`src/design/fim_pkg.sv`:
```
// How it works
// RULE1 - Four fast pins, each handles pulse trains up to 500 Hz, any use.
// RULE2 - Pins 0/1 form pair 0, pins 2/3 pair 1; lower is A.
// RULE3 - Frequency meter: select 0..3, init high sets up, low runs.
// RULE4 - Count rising edges over gate window, report 16-bit hertz.
// RULE5 - Software picks short window for fast, long for slow signals.
// RULE6 - Period meter: time between rising edges in ms, select 0..3, 16-bit.
// RULE7 - Period range tops out at 65535 ms, about 0.015 Hz.
// RULE8 - Period meter init high sets up, low lets measurement run.
// RULE9 - Encoder: pair select 0/1, init high configures, low counts.
// RULE10 - Preset strobe loads 16-bit preset and holds it while high.
// RULE11 - Software drops preset strobe so counting resumes.
// RULE12 - Encoder count shown continuously on count output.
// RULE13 - Up/down flag set when count moved that way last program cycle.
// RULE14 - Flag cleared in program cycle after counting stops.
// RULE15 - Software debounces a fast pin used as plain input.
// RULE16 - Quadrature decode, A leading counts up, wraps modulo 65536.
// RULE17 - One-cycle program-cycle strobe delimits direction flag intervals.
// RULE18 - Two-stage synchroniser on each pin before edge detection.
package fim_pkg;
    localparam int NUM_PINS = 4;
    localparam int NUM_PAIRS = 2;
    localparam int ADDR_W = 4;
    localparam int DATA_W = 16;

    // Register word addresses
    localparam logic [3:0] FREQ_CTRL_ADDR = 4'h0;
    localparam logic [3:0] GATE_WINDOW_ADDR = 4'h1;
    localparam logic [3:0] PERIOD_CTRL_ADDR = 4'h2;
    localparam logic [3:0] QUAD_CTRL_ADDR = 4'h3;
    localparam logic [3:0] PRESET_VALUE_ADDR = 4'h4;
    localparam logic [3:0] PROG_CYCLE_ADDR = 4'h5;
    localparam logic [3:0] FREQ_RESULT_ADDR = 4'h8;
    localparam logic [3:0] PERIOD_RESULT_ADDR = 4'h9;
    localparam logic [3:0] QUAD_COUNT_ADDR = 4'hA;
    localparam logic [3:0] QUAD_FLAGS_ADDR = 4'hB;

    // Field positions
    localparam int INIT_BIT = 0;
    localparam int SEL_LSB = 1;
    localparam int SEL_MSB = 2;
    localparam int PAIR_BIT = 1;
    localparam int PRESET_BIT = 2;
    localparam int STROBE_BIT = 0;
    localparam int UP_BIT = 0;
    localparam int DOWN_BIT = 1;

    // Reset values
    localparam logic [15:0] GATE_WINDOW_RST = 16'h03E8;
    localparam logic [15:0] ZERO16 = 16'h0000;
    localparam logic [15:0] ONE16 = 16'h0001;
    localparam logic [15:0] MAX16 = 16'hFFFF;

    // Timing
    localparam int CLK_PERIOD_NS = 25;
    localparam int MS_NS = 1000000;
    localparam int MS_CYCLES = (MS_NS + CLK_PERIOD_NS - 1) / CLK_PERIOD_NS;
    localparam logic [25:0] MS_PER_S = 26'h00003E8;

    typedef enum logic [1:0] {
        FREQ_HOLD = 2'b01,
        FREQ_GATE = 2'b10
    } freq_state_t;

    typedef enum logic [2:0] {
        PER_HOLD = 3'b001,
        PER_ARM = 3'b010,
        PER_TIME = 3'b100
    } per_state_t;
endpackage

```
`src/design/fast_edge_if.sv`:
```
// Synchronised pin levels and their rising-edge pulses
interface fast_edge_if;
    logic [fim_pkg::NUM_PINS-1:0] level;
    logic [fim_pkg::NUM_PINS-1:0] rise;
    modport src (output level, output rise);
    modport dst (input level, input rise);
endinterface

```
`src/design/fast_pin_sync.sv`:
```
module fast_pin_sync (
    // Clock and reset
    input wire logic i_sys_clk,
    input wire logic i_nrst,
    // Raw pins
    input wire logic [fim_pkg::NUM_PINS-1:0] i_fast_input_pin,
    // Synchronised side
    fast_edge_if.src edges
);
    genvar g;
    generate
        for (g = 0; g < fim_pkg::NUM_PINS; g++) begin : g_pin
            logic meta_q;
            logic sync_q;
            logic last_q;
            // First stage feeds only the second stage
            always_ff @(posedge i_sys_clk or negedge i_nrst) begin
                if (!i_nrst) begin
                    meta_q <= 1'b0;
                    sync_q <= 1'b0;
                    last_q <= 1'b0;
                end else begin
                    meta_q <= i_fast_input_pin[g]; // [RULE18]
                    sync_q <= meta_q;
                    last_q <= sync_q;
                end
            end
            // Edge seen only on synchronised samples
            assign edges.level[g] = sync_q;
            assign edges.rise[g] = sync_q & ~last_q; // [RULE18]
        end
    endgenerate
endmodule

```
`src/design/quad_step.sv`:
```
module quad_step (
    // Clock and reset
    input wire logic i_sys_clk,
    input wire logic i_nrst,
    // Synchronised phases
    input wire logic i_phase_a,
    input wire logic i_phase_b,
    // Step pulses
    output logic o_inc,
    output logic o_dec
);
    logic [1:0] prev_q;
    logic [1:0] cur;

    // Forward order of {A,B}: 00, 10, 11, 01
    function automatic logic is_forward(input logic [1:0] from, input logic [1:0] to);
        return (from == 2'h0 && to == 2'h2) || (from == 2'h2 && to == 2'h3) ||
               (from == 2'h3 && to == 2'h1) || (from == 2'h1 && to == 2'h0);
    endfunction

    assign cur = {i_phase_a, i_phase_b};
    // Illegal double steps are ignored
    assign o_inc = is_forward(prev_q, cur); // [RULE16]
    assign o_dec = is_forward(cur, prev_q); // [RULE16]

    // Previous phase state
    always_ff @(posedge i_sys_clk or negedge i_nrst) begin
        if (!i_nrst) begin
            prev_q <= 2'h0;
        end else begin
            prev_q <= cur;
        end
    end
endmodule

```
`src/design/fast_input_meter.sv`:
```
module fast_input_meter #(
    parameter int unsigned MS_CYCLES = fim_pkg::MS_CYCLES
) (
    // Clock and reset
    input wire logic i_sys_clk,
    input wire logic i_nrst,
    // Fast pins
    input wire logic [fim_pkg::NUM_PINS-1:0] i_fast_input_pin,
    // Register port
    input wire logic [fim_pkg::ADDR_W-1:0] i_addr,
    input wire logic [fim_pkg::DATA_W-1:0] i_wr_data,
    input wire logic i_wr_en,
    input wire logic i_rd_en,
    output logic [fim_pkg::DATA_W-1:0] o_rd_data,
    // Measurement results
    output logic [15:0] o_freq_hz,
    output logic [15:0] o_period_ms,
    output logic [15:0] o_quad_count,
    output logic o_quad_up,
    output logic o_quad_down
);
    // Address match for write and read decode
    function automatic logic hit(input logic [fim_pkg::ADDR_W-1:0] a, input logic [fim_pkg::ADDR_W-1:0] off);
        return a == off;
    endfunction

    // Last count of the ms prescalers
    localparam logic [15:0] MS_LAST = 16'(MS_CYCLES - 1);

    fast_edge_if edges ();

    // Pin synchroniser and edge detector
    fast_pin_sync u_sync (
        .i_sys_clk(i_sys_clk),
        .i_nrst(i_nrst),
        .i_fast_input_pin(i_fast_input_pin), // [RULE1]
        .edges(edges)
    );

    // Quadrature decoders, one per pair
    logic [fim_pkg::NUM_PAIRS-1:0] pair_inc;
    logic [fim_pkg::NUM_PAIRS-1:0] pair_dec;
    genvar p;
    generate
        for (p = 0; p < fim_pkg::NUM_PAIRS; p++) begin : g_pair
            quad_step u_step (
                .i_sys_clk(i_sys_clk),
                .i_nrst(i_nrst),
                .i_phase_a(edges.level[2 * p]), // [RULE2]
                .i_phase_b(edges.level[2 * p + 1]), // [RULE2]
                .o_inc(pair_inc[p]),
                .o_dec(pair_dec[p])
            );
        end
    endgenerate

    // Control registers written by software
    logic freq_init_q;
    logic [1:0] freq_sel_q;
    logic [15:0] gate_window_q;
    logic per_init_q;
    logic [1:0] per_sel_q;
    logic quad_init_q;
    logic quad_pair_q;
    logic quad_preset_q;
    logic [15:0] preset_value_q;

    // Write decode
    logic wr_freq_ctrl;
    logic wr_gate;
    logic wr_per_ctrl;
    logic wr_quad_ctrl;
    logic wr_preset;
    logic prog_cycle;
    assign wr_freq_ctrl = i_wr_en & hit(i_addr, fim_pkg::FREQ_CTRL_ADDR);
    assign wr_gate = i_wr_en & hit(i_addr, fim_pkg::GATE_WINDOW_ADDR);
    assign wr_per_ctrl = i_wr_en & hit(i_addr, fim_pkg::PERIOD_CTRL_ADDR);
    assign wr_quad_ctrl = i_wr_en & hit(i_addr, fim_pkg::QUAD_CTRL_ADDR);
    assign wr_preset = i_wr_en & hit(i_addr, fim_pkg::PRESET_VALUE_ADDR);
    // Program-cycle boundary is one write, so one cycle long
    assign prog_cycle = i_wr_en & hit(i_addr, fim_pkg::PROG_CYCLE_ADDR)
                      & i_wr_data[fim_pkg::STROBE_BIT]; // [RULE17]

    // Control registers; init bits reset high so nothing runs unconfigured
    always_ff @(posedge i_sys_clk or negedge i_nrst) begin
        if (!i_nrst) begin
            freq_init_q <= 1'b1;
            freq_sel_q <= 2'h0;
            gate_window_q <= fim_pkg::GATE_WINDOW_RST;
            per_init_q <= 1'b1;
            per_sel_q <= 2'h0;
            quad_init_q <= 1'b1;
            quad_pair_q <= 1'b0;
            quad_preset_q <= 1'b0;
            preset_value_q <= fim_pkg::ZERO16;
        end else begin
            if (wr_freq_ctrl) begin
                freq_init_q <= i_wr_data[fim_pkg::INIT_BIT];
                freq_sel_q <= i_wr_data[fim_pkg::SEL_MSB:fim_pkg::SEL_LSB];
            end
            if (wr_gate) begin
                gate_window_q <= i_wr_data;
            end
            if (wr_per_ctrl) begin
                per_init_q <= i_wr_data[fim_pkg::INIT_BIT];
                per_sel_q <= i_wr_data[fim_pkg::SEL_MSB:fim_pkg::SEL_LSB];
            end
            if (wr_quad_ctrl) begin
                quad_init_q <= i_wr_data[fim_pkg::INIT_BIT];
                quad_pair_q <= i_wr_data[fim_pkg::PAIR_BIT];
                quad_preset_q <= i_wr_data[fim_pkg::PRESET_BIT]; // [RULE11]
            end
            if (wr_preset) begin
                preset_value_q <= i_wr_data;
            end
        end
    end

    // Frequency meter
    fim_pkg::freq_state_t freq_state_q;
    fim_pkg::freq_state_t freq_state_d;
    logic [1:0] freq_chan_q;
    logic [15:0] freq_sub_q;
    logic [15:0] freq_ms_q;
    logic [15:0] freq_edges_q;
    logic [15:0] freq_hz_q;

    logic freq_rise;
    logic freq_tick;
    logic freq_end;
    logic [15:0] freq_edges_now;
    logic [15:0] window_eff;
    logic [25:0] freq_scaled;
    logic [25:0] freq_quot;
    logic [15:0] freq_sat;

    // Selected pin edge, prescaler tick and end of gate window
    assign freq_rise = edges.rise[freq_chan_q]; // [RULE4]
    assign freq_tick = freq_sub_q == MS_LAST;
    // Zero window treated as one ms to keep the divider defined
    assign window_eff = (gate_window_q == fim_pkg::ZERO16) ? fim_pkg::ONE16 : gate_window_q;
    assign freq_end = freq_tick & (freq_ms_q + fim_pkg::ONE16 >= window_eff);
    // Edge in the closing cycle still belongs to this window
    assign freq_edges_now = (freq_rise && freq_edges_q != fim_pkg::MAX16) ?
                            freq_edges_q + fim_pkg::ONE16 : freq_edges_q;
    // Hertz = edges * 1000 / window; one wide combinational divider
    assign freq_scaled = {10'h000, freq_edges_now} * fim_pkg::MS_PER_S; // [RULE4]
    assign freq_quot = freq_scaled / {10'h000, window_eff};
    assign freq_sat = (freq_quot > {10'h000, fim_pkg::MAX16}) ? fim_pkg::MAX16 : freq_quot[15:0];

    // Init holds set-up, release starts the first window
    always_comb begin
        freq_state_d = freq_state_q;
        case (freq_state_q)
            fim_pkg::FREQ_HOLD: begin
                if (!freq_init_q) begin
                    freq_state_d = fim_pkg::FREQ_GATE; // [RULE3]
                end
            end
            fim_pkg::FREQ_GATE: begin
                if (freq_init_q) begin
                    freq_state_d = fim_pkg::FREQ_HOLD; // [RULE3]
                end
            end
            default: begin
                freq_state_d = fim_pkg::FREQ_HOLD;
            end
        endcase
    end

    // Gate window counters and result latch
    always_ff @(posedge i_sys_clk or negedge i_nrst) begin
        if (!i_nrst) begin
            freq_state_q <= fim_pkg::FREQ_HOLD;
            freq_chan_q <= 2'h0;
            freq_sub_q <= fim_pkg::ZERO16;
            freq_ms_q <= fim_pkg::ZERO16;
            freq_edges_q <= fim_pkg::ZERO16;
            freq_hz_q <= fim_pkg::ZERO16;
        end else begin
            freq_state_q <= freq_state_d;
            if (freq_state_q != fim_pkg::FREQ_GATE) begin
                freq_chan_q <= freq_sel_q; // [RULE3]
                freq_sub_q <= fim_pkg::ZERO16;
                freq_ms_q <= fim_pkg::ZERO16;
                freq_edges_q <= fim_pkg::ZERO16;
            end else if (freq_end) begin
                freq_hz_q <= freq_sat; // [RULE4]
                freq_sub_q <= fim_pkg::ZERO16;
                freq_ms_q <= fim_pkg::ZERO16;
                freq_edges_q <= fim_pkg::ZERO16;
            end else begin
                freq_sub_q <= freq_tick ? fim_pkg::ZERO16 : freq_sub_q + fim_pkg::ONE16;
                freq_ms_q <= freq_tick ? freq_ms_q + fim_pkg::ONE16 : freq_ms_q;
                freq_edges_q <= freq_edges_now; // [RULE4]
            end
        end
    end

    // Period meter
    fim_pkg::per_state_t per_state_q;
    fim_pkg::per_state_t per_state_d;
    logic [1:0] per_chan_q;
    logic [15:0] per_sub_q;
    logic [15:0] per_ms_q;
    logic [15:0] period_q;

    logic per_rise;
    logic per_tick;
    logic per_full;

    assign per_rise = edges.rise[per_chan_q]; // [RULE6]
    assign per_tick = per_sub_q == MS_LAST;
    // Count stops at the top of the 16-bit range
    assign per_full = per_ms_q == fim_pkg::MAX16; // [RULE7]

    // Set-up, wait for first edge, then time edge to edge
    always_comb begin
        per_state_d = per_state_q;
        case (per_state_q)
            fim_pkg::PER_HOLD: begin
                if (!per_init_q) begin
                    per_state_d = fim_pkg::PER_ARM; // [RULE8]
                end
            end
            fim_pkg::PER_ARM: begin
                if (per_init_q) begin
                    per_state_d = fim_pkg::PER_HOLD;
                end else if (per_rise) begin
                    per_state_d = fim_pkg::PER_TIME;
                end
            end
            fim_pkg::PER_TIME: begin
                if (per_init_q) begin
                    per_state_d = fim_pkg::PER_HOLD; // [RULE8]
                end
            end
            default: begin
                per_state_d = fim_pkg::PER_HOLD;
            end
        endcase
    end

    // Sub-ms prescaler restarts at each edge, no phase skew
    always_ff @(posedge i_sys_clk or negedge i_nrst) begin
        if (!i_nrst) begin
            per_state_q <= fim_pkg::PER_HOLD;
            per_chan_q <= 2'h0;
            per_sub_q <= fim_pkg::ZERO16;
            per_ms_q <= fim_pkg::ZERO16;
            period_q <= fim_pkg::ZERO16;
        end else begin
            per_state_q <= per_state_d;
            if (per_state_q == fim_pkg::PER_HOLD) begin
                per_chan_q <= per_sel_q; // [RULE8]
                per_sub_q <= fim_pkg::ZERO16;
                per_ms_q <= fim_pkg::ZERO16;
            end else if (per_rise) begin
                if (per_state_q == fim_pkg::PER_TIME) begin
                    period_q <= per_ms_q; // [RULE6]
                end
                per_sub_q <= fim_pkg::ZERO16;
                per_ms_q <= fim_pkg::ZERO16;
            end else begin
                per_sub_q <= per_tick ? fim_pkg::ZERO16 : per_sub_q + fim_pkg::ONE16;
                if (per_tick && !per_full) begin
                    per_ms_q <= per_ms_q + fim_pkg::ONE16;
                end
                // A stalled signal shows out of range, not a stale value
                if (per_full && per_state_q == fim_pkg::PER_TIME) begin
                    period_q <= fim_pkg::MAX16; // [RULE7]
                end
            end
        end
    end

    // Encoder counter
    logic quad_chan_q;
    logic [15:0] quad_count_q;
    logic up_seen_q;
    logic down_seen_q;
    logic quad_up_q;
    logic quad_down_q;

    logic step_inc;
    logic step_dec;
    logic counting;

    // Chosen pair counts only when active, not presetting
    assign counting = ~quad_init_q & ~quad_preset_q; // [RULE9]
    assign step_inc = counting & pair_inc[quad_chan_q];
    assign step_dec = counting & pair_dec[quad_chan_q];

    // Count, preset and pair latch
    always_ff @(posedge i_sys_clk or negedge i_nrst) begin
        if (!i_nrst) begin
            quad_chan_q <= 1'b0;
            quad_count_q <= fim_pkg::ZERO16;
        end else begin
            if (quad_init_q) begin
                quad_chan_q <= quad_pair_q; // [RULE9]
            end
            if (quad_preset_q) begin
                quad_count_q <= preset_value_q; // [RULE10]
            end else if (step_inc) begin
                quad_count_q <= quad_count_q + fim_pkg::ONE16; // [RULE16]
            end else if (step_dec) begin
                quad_count_q <= quad_count_q - fim_pkg::ONE16; // [RULE16]
            end
        end
    end

    // Direction seen this program cycle; boundary step kept
    always_ff @(posedge i_sys_clk or negedge i_nrst) begin
        if (!i_nrst) begin
            up_seen_q <= 1'b0;
            down_seen_q <= 1'b0;
            quad_up_q <= 1'b0;
            quad_down_q <= 1'b0;
        end else if (quad_init_q) begin
            up_seen_q <= 1'b0;
            down_seen_q <= 1'b0;
            quad_up_q <= 1'b0;
            quad_down_q <= 1'b0;
        end else begin
            up_seen_q <= step_inc | (up_seen_q & ~prog_cycle); // [RULE17]
            down_seen_q <= step_dec | (down_seen_q & ~prog_cycle); // [RULE17]
            if (prog_cycle) begin
                quad_up_q <= up_seen_q; // [RULE13] [RULE14]
                quad_down_q <= down_seen_q; // [RULE13] [RULE14]
            end
        end
    end

    // Read port
    logic [15:0] rd_mux;
    logic [15:0] rd_data_q;

    // Unmapped and write-only words read as zero
    assign rd_mux =
        hit(i_addr, fim_pkg::FREQ_CTRL_ADDR) ? {13'h0, freq_sel_q, freq_init_q} :
        hit(i_addr, fim_pkg::GATE_WINDOW_ADDR) ? gate_window_q :
        hit(i_addr, fim_pkg::PERIOD_CTRL_ADDR) ? {13'h0, per_sel_q, per_init_q} :
        hit(i_addr, fim_pkg::QUAD_CTRL_ADDR) ? {13'h0, quad_preset_q, quad_pair_q, quad_init_q} :
        hit(i_addr, fim_pkg::PRESET_VALUE_ADDR) ? preset_value_q :
        hit(i_addr, fim_pkg::FREQ_RESULT_ADDR) ? freq_hz_q :
        hit(i_addr, fim_pkg::PERIOD_RESULT_ADDR) ? period_q :
        hit(i_addr, fim_pkg::QUAD_COUNT_ADDR) ? quad_count_q :
        hit(i_addr, fim_pkg::QUAD_FLAGS_ADDR) ? {14'h0, quad_down_q, quad_up_q} :
        fim_pkg::ZERO16;

    // Read data valid only in the cycle after the strobe
    always_ff @(posedge i_sys_clk or negedge i_nrst) begin
        if (!i_nrst) begin
            rd_data_q <= fim_pkg::ZERO16;
        end else begin
            rd_data_q <= i_rd_en ? rd_mux : fim_pkg::ZERO16;
        end
    end

    // Outputs, all from flip-flops
    assign o_rd_data = rd_data_q;
    assign o_freq_hz = freq_hz_q;
    assign o_period_ms = period_q;
    assign o_quad_count = quad_count_q; // [RULE12]
    assign o_quad_up = quad_up_q;
    assign o_quad_down = quad_down_q;
endmodule

```
`config.mk`:
```
export PLATFORM = sky130hd
export DESIGN_NAME = fast_input_meter
export DESIGN_NICKNAME = d
export VERILOG_FILES = /design/src/design/fim_pkg.sv /design/src/design/fast_edge_if.sv /design/src/design/fast_pin_sync.sv /design/src/design/quad_step.sv /design/src/design/fast_input_meter.sv
export SDC_FILE = /design/constraint.sdc
export NUM_CORES = 1
export LEC_CHECK = 0
export BUFFER_PORTS_ARGS = -buffer_cell sky130_fd_sc_hd__buf_2
export CORE_UTILIZATION = 50
export DETAILED_ROUTE_END_ITERATION = 10
export PLACE_DENSITY_LB_ADDON = 0.1
export SYNTH_ARGS = -nofsm -noshare
export SYNTH_HDL_FRONTEND = slang
export SYNTH_SLANG_ARGS = --single-unit
```
`constraint.sdc`:
```
create_clock -name i_sys_clk -period 162.1 [get_ports i_sys_clk]
set_clock_uncertainty 0.15 [all_clocks]
set_input_delay 16.21 -clock i_sys_clk [delete_from_list [all_inputs] [get_ports i_sys_clk]]
set_output_delay 16.21 -clock i_sys_clk [all_outputs]
set_load 0.05 [all_outputs]
```
[After elaboration in Yosys (flattened, before gate mapping)]
Index checks and enable logic that the tools add are counted.
Word-level totals
  bits of input ports: 28
  output and inout bits: 66
  logic and storage cells: 222
  register bits: 215
Operators by class
  bitwise logic cells: 28
  multiplexer cells: 55
  $lt $le $gt $ge: 5
  equal/unequal tests: 37
  reduce and logical (&&, ||, !) cells: 47
  multiply operators: 1
  $add $sub $neg: 7
  div/mod/pow operators: 1
Operators with widths (number)
  2-to-1 mux 16 bit: 32
  adder 16 x 1 -> 16 bit (second input constant): 6
  == test 16 bit (second input constant): 3
  divider 26 x 16 -> 26 bit: 1
  greater-than comparator 26 x 16 -> 1 bit (second input constant): 1
  multiplier 16 x 7 -> 23 bit (second input constant): 1
  logical AND 1 bit: 19
  == test 2 bit (second input constant): 9
  bitwise AND 1 bit: 17
  == test 4 bit (second input constant): 4
  greater-or-equal comparator 16 bit: 1
  logical NOT 16 bit: 1
  != test 16 bit (second input constant): 1
  subtractor 16 x 1 -> 16 bit (second input constant): 1
  logical OR 1 bit: 12
  2-to-1 mux 1 bit: 12
  2-to-1 mux 3 bit: 4
  == test 2 x 1 -> 1 bit (second input constant): 5
  != test 2 bit (second input constant): 5
  inverter 1 bit: 9
  one-hot mux 3 bit (3 select lines): 1
  nonzero test 3 bit: 3
  == test 4 x 2 -> 1 bit (second input constant): 2
  == test 4 x 3 -> 1 bit (second input constant): 2
  other kinds (18): 29

[Depth between registers and ports, before layout]
Gate-level depths: netlist of the first run.
  depth after elaboration: 11
  depth in mapped cells: 343
  mapped depth without buffers: 315

[Hierarchy]
Synthesis of the first run repeated with hierarchy kept, for this count alone.
Second synthesis, totals
  cells, all modules: 3654
  area total of the unflattened synthesis: 29349.4 um2
By module, submodules not included
  fast_input_meter: area an instance 28808.9 um2, seq. area each 4993.5 um2, cells each 3622, instances 1
  fast_pin_sync: area an instance 385.4 um2, seq. area each 300.3 um2, cells each 20, instances 1
  quad_step: area an instance 77.6 um2, seq. area each 50.0 um2, cells each 6, instances 2

[Worst setup path after synthesis of the first run]
OpenSTA, ideal clock, no wires.
  path type: register to register
  from: reg freq_edges_q[4]
  to: reg freq_hz_q[0] (netlist: o_freq_hz[0])
  period minus slack after synthesis: 64.105 ns
  path buffers: 35
  library setup time: 0.134 ns
  setup slack: 97.995 ns
  cell stages (with the launch flop): 319
  arrival: 63.820 ns
  path through: dfrtp_1 nand4_1 nor2_1 and4_1 and3_1 a31oi_1 nand2_1 nor2_1 and2_1 clkbuf_1 nand4_1 xor2_1 inv_1 fa_1 inv_1 fa_1 inv_1 fa_1 [283 not listed] nand3b_2 or3_1 nand2b_1 buf_4 buf_4 nor2_1 a21oi_1 ha_1 a21o_1 a21o_1 a21oi_1 nor2b_1 o21ai_0 nand4b_1 a221oi_1 nand4_1 a2111oi_1 nor3_1
Between the ends
  longest elaborated chain between the ends: 7
  elaborated cells on any way between the ends: 8
  classes of those cells: add/sub (1); mul (1); div (1); order compare (1); eq/ne (1); mux (2); reduce/logical (1)
Ends and longest elaborated chain
  start: declaration: RTL line fast_input_meter.sv:125  | logic [15:0] freq_edges_q;
  start signal: assignment: RTL line fast_input_meter.sv:178  | freq_edges_q <= fim_pkg::ZERO16;
  start signal: assignment: RTL line fast_input_meter.sv:186  | freq_edges_q <= fim_pkg::ZERO16;
  start signal: assignment: RTL line fast_input_meter.sv:191  | freq_edges_q <= fim_pkg::ZERO16;
  parallel branches: the longest is 2 deep, another holds adder 16 x 1 -> 16 bit
  2-to-1 mux 16 bit *: RTL line fast_input_meter.sv:144  | assign freq_edges_now = (freq_rise && freq_edges_q != fim_pkg::MAX16) ?
  multiplier 16 x 7 -> 23 bit *: RTL line fast_input_meter.sv:147  | assign freq_scaled = {10'h000, freq_edges_now} * fim_pkg::MS_PER_S;
  divider 26 x 16 -> 26 bit *: RTL line fast_input_meter.sv:148  | assign freq_quot = freq_scaled / {10'h000, window_eff};
  greater-than comparator 26 x 16 -> 1 bit: RTL line fast_input_meter.sv:149  | assign freq_sat = (freq_quot > {10'h000, fim_pkg::MAX16}) ? fim_pkg::MAX16 : freq_quot[15:0];
  2-to-1 mux 16 bit *: RTL line fast_input_meter.sv:149
  end signal: assignment: RTL line fast_input_meter.sv:179  | freq_hz_q <= fim_pkg::ZERO16;
  end signal: assignment: RTL line fast_input_meter.sv:188  | freq_hz_q <= freq_sat;
  end: declaration: RTL line fast_input_meter.sv:126  | logic [15:0] freq_hz_q;
Every way passes the cells marked *.
A chain may end at the register's enable or synchronous reset.

[Worst setup path in the final report of the first run]
Ends and elaborated chain as after synthesis.

==> flow_metrics.env, run 1 <==
export IMPL_run_status="complete, but fails checks"
export IMPL_violated_checks="DRC"
export IMPL_finalHoldViolations=0
export IMPL_synth_cells_most_frequent="379 x ha_1, 379 x nor2_1, 344 x nand2_1, 290 x a21oi_1, 200 x dfrtp_1"
export IMPL_design_die_area_um2=61000
export IMPL_timing_max_cap_violations=0
export IMPL_synthesized_area_fraction_occupied_by_ao_oa_aoi_and_oai_cells=0.246
export IMPL_cts_sinks=211
export IMPL_grt_setup_unrepaired="no"
export IMPL_netlist_cell_type_count=130
export IMPL_ctsHtreeMaxLevel=1
export IMPL_drtAntennaViolNets=0
export IMPL_synth_top_family_by_area="compound AO/OA/AOI/OAI gates"
export IMPL_layout_drive_gt1_share=0.109
export IMPL_yosys_warnings=0
export IMPL_chipHeight_um=247
export IMPL_wl_per_cell_um=18.8
export IMPL_timing_critical_path_fanout_max=35
export IMPL_setup_total_negative_slack_ns=0
export IMPL_cts_max_path_buffers=3
export IMPL_synth_yosys_seq_area_share=0.177
export IMPL_critical_path_slowest_stage_cell="a221oi_2"
export IMPL_place_area_um2=31300
export IMPL_port_buffers=93
export IMPL_startpoint_type="register"
export IMPL_total_of_flip_flops_plus_latches_after_synthesis=211
export IMPL_postSynthAreaPerCell_um2=8.03
export IMPL_timing_rr_start="freq_edges_q[4]$_DFF_PN0_"
export IMPL_place_detailed_hpwl_mm=67.1
export IMPL_finish_utilization=0.544
export IMPL_grt_max_degree=91
export IMPL_asyncSetResetFlopFracSynth=1.00
export IMPL_detail_route_vias_per_cell=6.01
export IMPL_critical_path_class="reg -> reg"
export IMPL_row_count=89
export IMPL_max_freq_mhz=13.6
export IMPL_fp_dieW_um=247
export IMPL_synth_adder_area_share=0.191
export IMPL_number_of_enable_flip_flop_cells_after_synthesis=0
export IMPL_critical_path_endpoint_type="register"
export IMPL_post_synth_mux_area_share=0.0544
export IMPL_slew_headroom=0.0972
export IMPL_route_detailed_drc=6
export IMPL_cp_max_stage_delay_ns=1.00
export IMPL_vias=27548
export IMPL_antenna_diode_count=0
export IMPL_synth_main_ff_cell="dfrtp_1"
export IMPL_cp_data_arrival_time_ns=73.91
export IMPL_critPathLaunch="freq_edges_q[4]$_DFF_PN0_"
export IMPL_syn_area_um2=30000
export IMPL_crit_path_leading_delay_family="compound AO/OA/AOI/OAI gates"
export IMPL_ys_top_cells_by_area="dfrtp_1 17%, ha_1 16%, xnor2_1 4.9%"
export IMPL_tritoncts_num_buffers=24
export IMPL_post_synth_xor_area_fraction=0.0839
export IMPL_global_route_usage_total=0.278
export IMPL_cts_resized=0
export IMPL_grt_overflow=0
export IMPL_fin_area_um2=32200
export IMPL_worst_setup_hold_path_clk_slew_ns=0.07
export IMPL_clock_root_buffer="clkbuf_16"
export IMPL_core_um2=59100
export IMPL_area_growth_pct=7.26
export IMPL_post_cts_buffers=0
export IMPL_syn_inst=3735
export IMPL_worst_pin_slew_ns=1.35
export IMPL_antenna_found_initial=1
export IMPL_first_global_vias=26059
export IMPL_holdCritStartpoint="u_sync.g_pin[3].meta_q$_DFF_PN0_"
export IMPL_firstDrtPassIters=8
export IMPL_cts_hold_buffers=0
export IMPL_finalCritPeriodShare=0.454
export IMPL_gpl_final_weighted_congestion=0.965
export IMPL_critical_path_buf_inv_count=11
export IMPL_initial_core_util=0.507
export IMPL_total_count_of_max_transition_violations_in_the_final_report=0
export IMPL_worst_path_required_ns=162.37
export IMPL_pin_count=94
export IMPL_setup_viol=0
export IMPL_period_needed_ns=73.64
export IMPL_layout_nets=4247
export IMPL_postSynthNetCount=4191
export IMPL_synth_simple_area_share=0.211
export IMPL_yosysTopAreaCellShare=0.167
export IMPL_starting_drc_count_in_detailed_routing=1941
export IMPL_grt_pass1_wl_mm=138
export IMPL_wirelength_mm=86.1
export IMPL_worst_skew_pair_late_latency_ns=0.56
export IMPL_final_hold_worst_slack_ns=0.199
export IMPL_hp_class="reg -> reg"
export IMPL_synthDominantAreaCellType="dfrtp_1"
export IMPL_tritoncts="done"
[layer usage]
metal / track usage / vias up / part of all wire
met5: 0 / - / 0
met4: 0.0563 / 0 / 0.021
met3: 0.0251 / 116 / 0.045
met2: 0.450 / 601 / 0.44
met1: 0.402 / 13044 / 0.49
li1: - / 13787 / -
[area by class of cell]
cell class / count / area (µm²)
Sequential cell: 211 / 5290
Clock inverter: 13 / 204
Fill cell: 5628 / 27000
Inverter: 186 / 698
Clock buffer: 31 / 667
Multi-Input combinational cell: 3242 / 23600
Timing Repair Buffer: 126 / 723
Tap cell: 773 / 967
[final timing paths]
path / to / slack, ns / cells past startpoint
max: o_freq_hz[0]$_DFFE_PN0P_ / 88.46 / 294
min: u_sync.g_pin[3].sync_q$_DFF_PN0_ / 0.20 / 0
max reg2reg: o_freq_hz[0]$_DFFE_PN0P_ / 88.46 / 294
min reg2reg: u_sync.g_pin[3].sync_q$_DFF_PN0_ / 0.20 / 0
max in group asynchronous: freq_edges_q[12]$_DFF_PN0_ / 144.96 / 2
min in group asynchronous: per_sub_q[3]$_DFF_PN0_ / 15.51 / 1
[layout by cell type, fill, tap and decap left out, types with 52 or more instances in the layout]
cell and n:
ha_1 379, nor2_1 378, nand2_1 344, a21oi_1 290
dfrtp_1 200, inv_1 185, xnor2_1 168, o21ai_0 167
o21a_1 119, mux2_2 118, xor2_1 116, nor3_1 114
nand3_1 94, buf_2 92, a21o_1 77, nand2b_1 52
[cells by family after synthesis]
logic type	after synthesis
and+or+nand+nor	1307
muxes	145
xor gates and xnor gates	285
buffers and inverters	282
AOI/OAI and AO/OA	1076
adders and majority gates	429
DFF	211
[metrics by stage]
stage               setup slack, ns  std cells
global route                  82.51       4582
finish                        88.46       4582
detailed placement            89.48       4538
global placement              91.12       4538
floorplan                     98.00       3735
CTS                           89.43       4582
Power of run 1 is left out: the tool's default activity adds up to more than one toggle a clock period on the data nets, which glitch-free logic cannot reach.
==> inputs of run 2 (changes only) <==
clock period = 76.3 ns   (was 162.1 ns; I/O delays follow)
==> run 2 against run 1 <==
Net effect:
- the flow still finishes with violations (DRC)
- hold slack got worse by 0.0065 ns
- final cell count barely moved
- worst setup slack got worse by 83 ns
- wire length fell by 0.28%
- non-clock buffer count rose by 1
- critical path depth fell by 2
- register-to-register slack got worse by 83 ns
==> flow_metrics.env, run 2 (synthesis results as in run 1) <==
export IMPL_run_status="complete, but fails checks"
export IMPL_violated_checks="DRC"
export IMPL_wirelength_mm=85.9
export IMPL_wl_per_cell_um=18.7
export IMPL_cts_max_path_buffers=3
export IMPL_worst_setup_hold_path_clk_slew_ns=0.07
export IMPL_first_global_vias=26093
export IMPL_antenna_found_initial=2
export IMPL_fp_dieW_um=247
export IMPL_worst_pin_slew_ns=1.33
export IMPL_place_area_um2=31300
export IMPL_total_count_of_max_transition_violations_in_the_final_report=0
export IMPL_port_buffers=93
export IMPL_hold_path_depth=0
export IMPL_drtAntennaViolNets=0
export IMPL_core_um2=59100
export IMPL_setup_total_negative_slack_ns=0
export IMPL_period_needed_ns=70.82
export IMPL_critical_path_endpoint_type="register"
export IMPL_initial_core_util=0.507
export IMPL_slew_headroom=0.113
export IMPL_timing_max_cap_violations=0
export IMPL_grt_setup_unrepaired="no"
export IMPL_area_growth_pct=7.20
export IMPL_cp_data_arrival_time_ns=71.09
export IMPL_max_freq_mhz=14.1
export IMPL_tritoncts="done"
export IMPL_ctsHtreeMaxLevel=1
export IMPL_holdCritStartpoint="u_sync.g_pin[1].meta_q$_DFF_PN0_"
export IMPL_critPathLaunch="freq_edges_q[4]$_DFF_PN0_"
export IMPL_finalCritPeriodShare=0.928
export IMPL_cp_max_stage_delay_ns=0.71
export IMPL_starting_drc_count_in_detailed_routing=1664
export IMPL_layout_nets=4248
export IMPL_grt_max_degree=86
export IMPL_firstDrtPassIters=10
export IMPL_startpoint_type="register"
export IMPL_global_route_usage_total=0.277
export IMPL_cts_hold_buffers=0
export IMPL_finalHoldViolations=0
export IMPL_layout_filler_cells=5741
export IMPL_layout_drive_gt1_share=0.111
export IMPL_timing_rr_start="freq_edges_q[4]$_DFF_PN0_"
export IMPL_design_die_area_um2=61000
export IMPL_worst_path_required_ns=76.58
export IMPL_grt_pass1_wl_mm=137
export IMPL_timing_critical_path_fanout_max=35
export IMPL_final_hold_worst_slack_ns=0.193
export IMPL_hp_class="reg -> reg"
export IMPL_row_count=89
export IMPL_route_detailed_drc=6
export IMPL_fin_area_um2=32100
export IMPL_place_detailed_hpwl_mm=67.0
export IMPL_detail_route_vias_per_cell=6.03
export IMPL_clock_root_buffer="clkbuf_16"
export IMPL_critical_path_slowest_stage_cell="a221oi_4"
export IMPL_vias=27652
export IMPL_chipHeight_um=247
export IMPL_placed_cells_incl_taps=4539
export IMPL_critical_path_class="reg -> reg"
export IMPL_mostFrequentLayoutCells="379 x ha_1, 378 x nor2_1, 344 x nand2_1"
export IMPL_worst_skew_pair_late_latency_ns=0.55
export IMPL_gpl_final_weighted_congestion=0.971
export IMPL_cts_sinks=211
export IMPL_setup_viol=0
export IMPL_grt_overflow=0
export IMPL_ff2ff_path_depth=292
export IMPL_final_cells=4584
export IMPL_cell_repeated_most_along_the_worst_path="o21a_1"
export IMPL_mostFrequentLayoutCell="ha_1"
export IMPL_pin_count=94
export IMPL_tritoncts_num_buffers=24
-- run 2: cell count changes in the layout (fill, tap and decap cells not counted), sizes merged --
cell | previous run | this run
diode | 0 | 1
inv | 186 | 188
buf | 126 | 127
clkbuf | 31 | 33
clkinvlp | 1 | 0
bufinv | 4 | 1
-- run 2: worst paths after layout --
path	endpoint	slack (ns)
min reg2reg	u_sync.g_pin[1].sync_q$_DFF_PN0_	0.19
max in group asynchronous	o_freq_hz[12]$_DFFE_PN0P_	67.72
max	o_freq_hz[0]$_DFFE_PN0P_	5.48
min	u_sync.g_pin[1].sync_q$_DFF_PN0_	0.19
min in group asynchronous	per_sub_q[1]$_DFF_PN0_	6.94
max reg2reg	o_freq_hz[0]$_DFFE_PN0P_	5.48
-- run 2: layer usage --
metal	part of all wire	track usage	vias to the layer above	wire, µm
li1	-	-	13800	-
met1	0.49	0.400	13120	42000
met2	0.44	0.443	626	37900
met3	0.047	0.0268	106	4070
met4	0.022	0.0594	0	1900
met5	0	0	-	0
-- run 2: layout make-up --
class	count	area (µm²)	share of cell area
antenna	1	2.50	0.0000778
clock buffer	33	644	0.0200
clock inverter	11	105	0.00327
inverter	186	698	0.0217
multi-input combinational	3242	23700	0.737
sequential	211	5290	0.165
tap	773	967	0.0301
timing repair buffer	127	731	0.0227
-- run 2: per-stage QoR --
| step | utilization | setup slack [ns] |
|---|---|---|
| finish | 0.544 | 5.48 |
| detailed placement | 0.529 | 3.89 |
| global route | 0.544 | 0.153 |
| CTS | 0.542 | 3.71 |
| global placement | 0.529 | 5.27 |
| floorplan | - | 12.20 |
-- run 2: critical path, delay by kind of cell (launching register included) --
family,cells,cell delay [ns]
multiplexers,5,1.76
buffers and inverters,12,1.64
XOR/XNOR,2,0.82
AO/OA/AOI/OAI,164,38.49
adder cells (fa/ha/maj),31,10.19
flip-flops,1,0.43
AND/OR/NAND/NOR,78,17.05
-- run 2: repair_timing --
action | CTS | global route
setup buffers | 0 | 0
gates resized for setup | 0 | 18
endpoints found under the setup margin | 0 | 2
Power of run 2 is left out for the same reason.
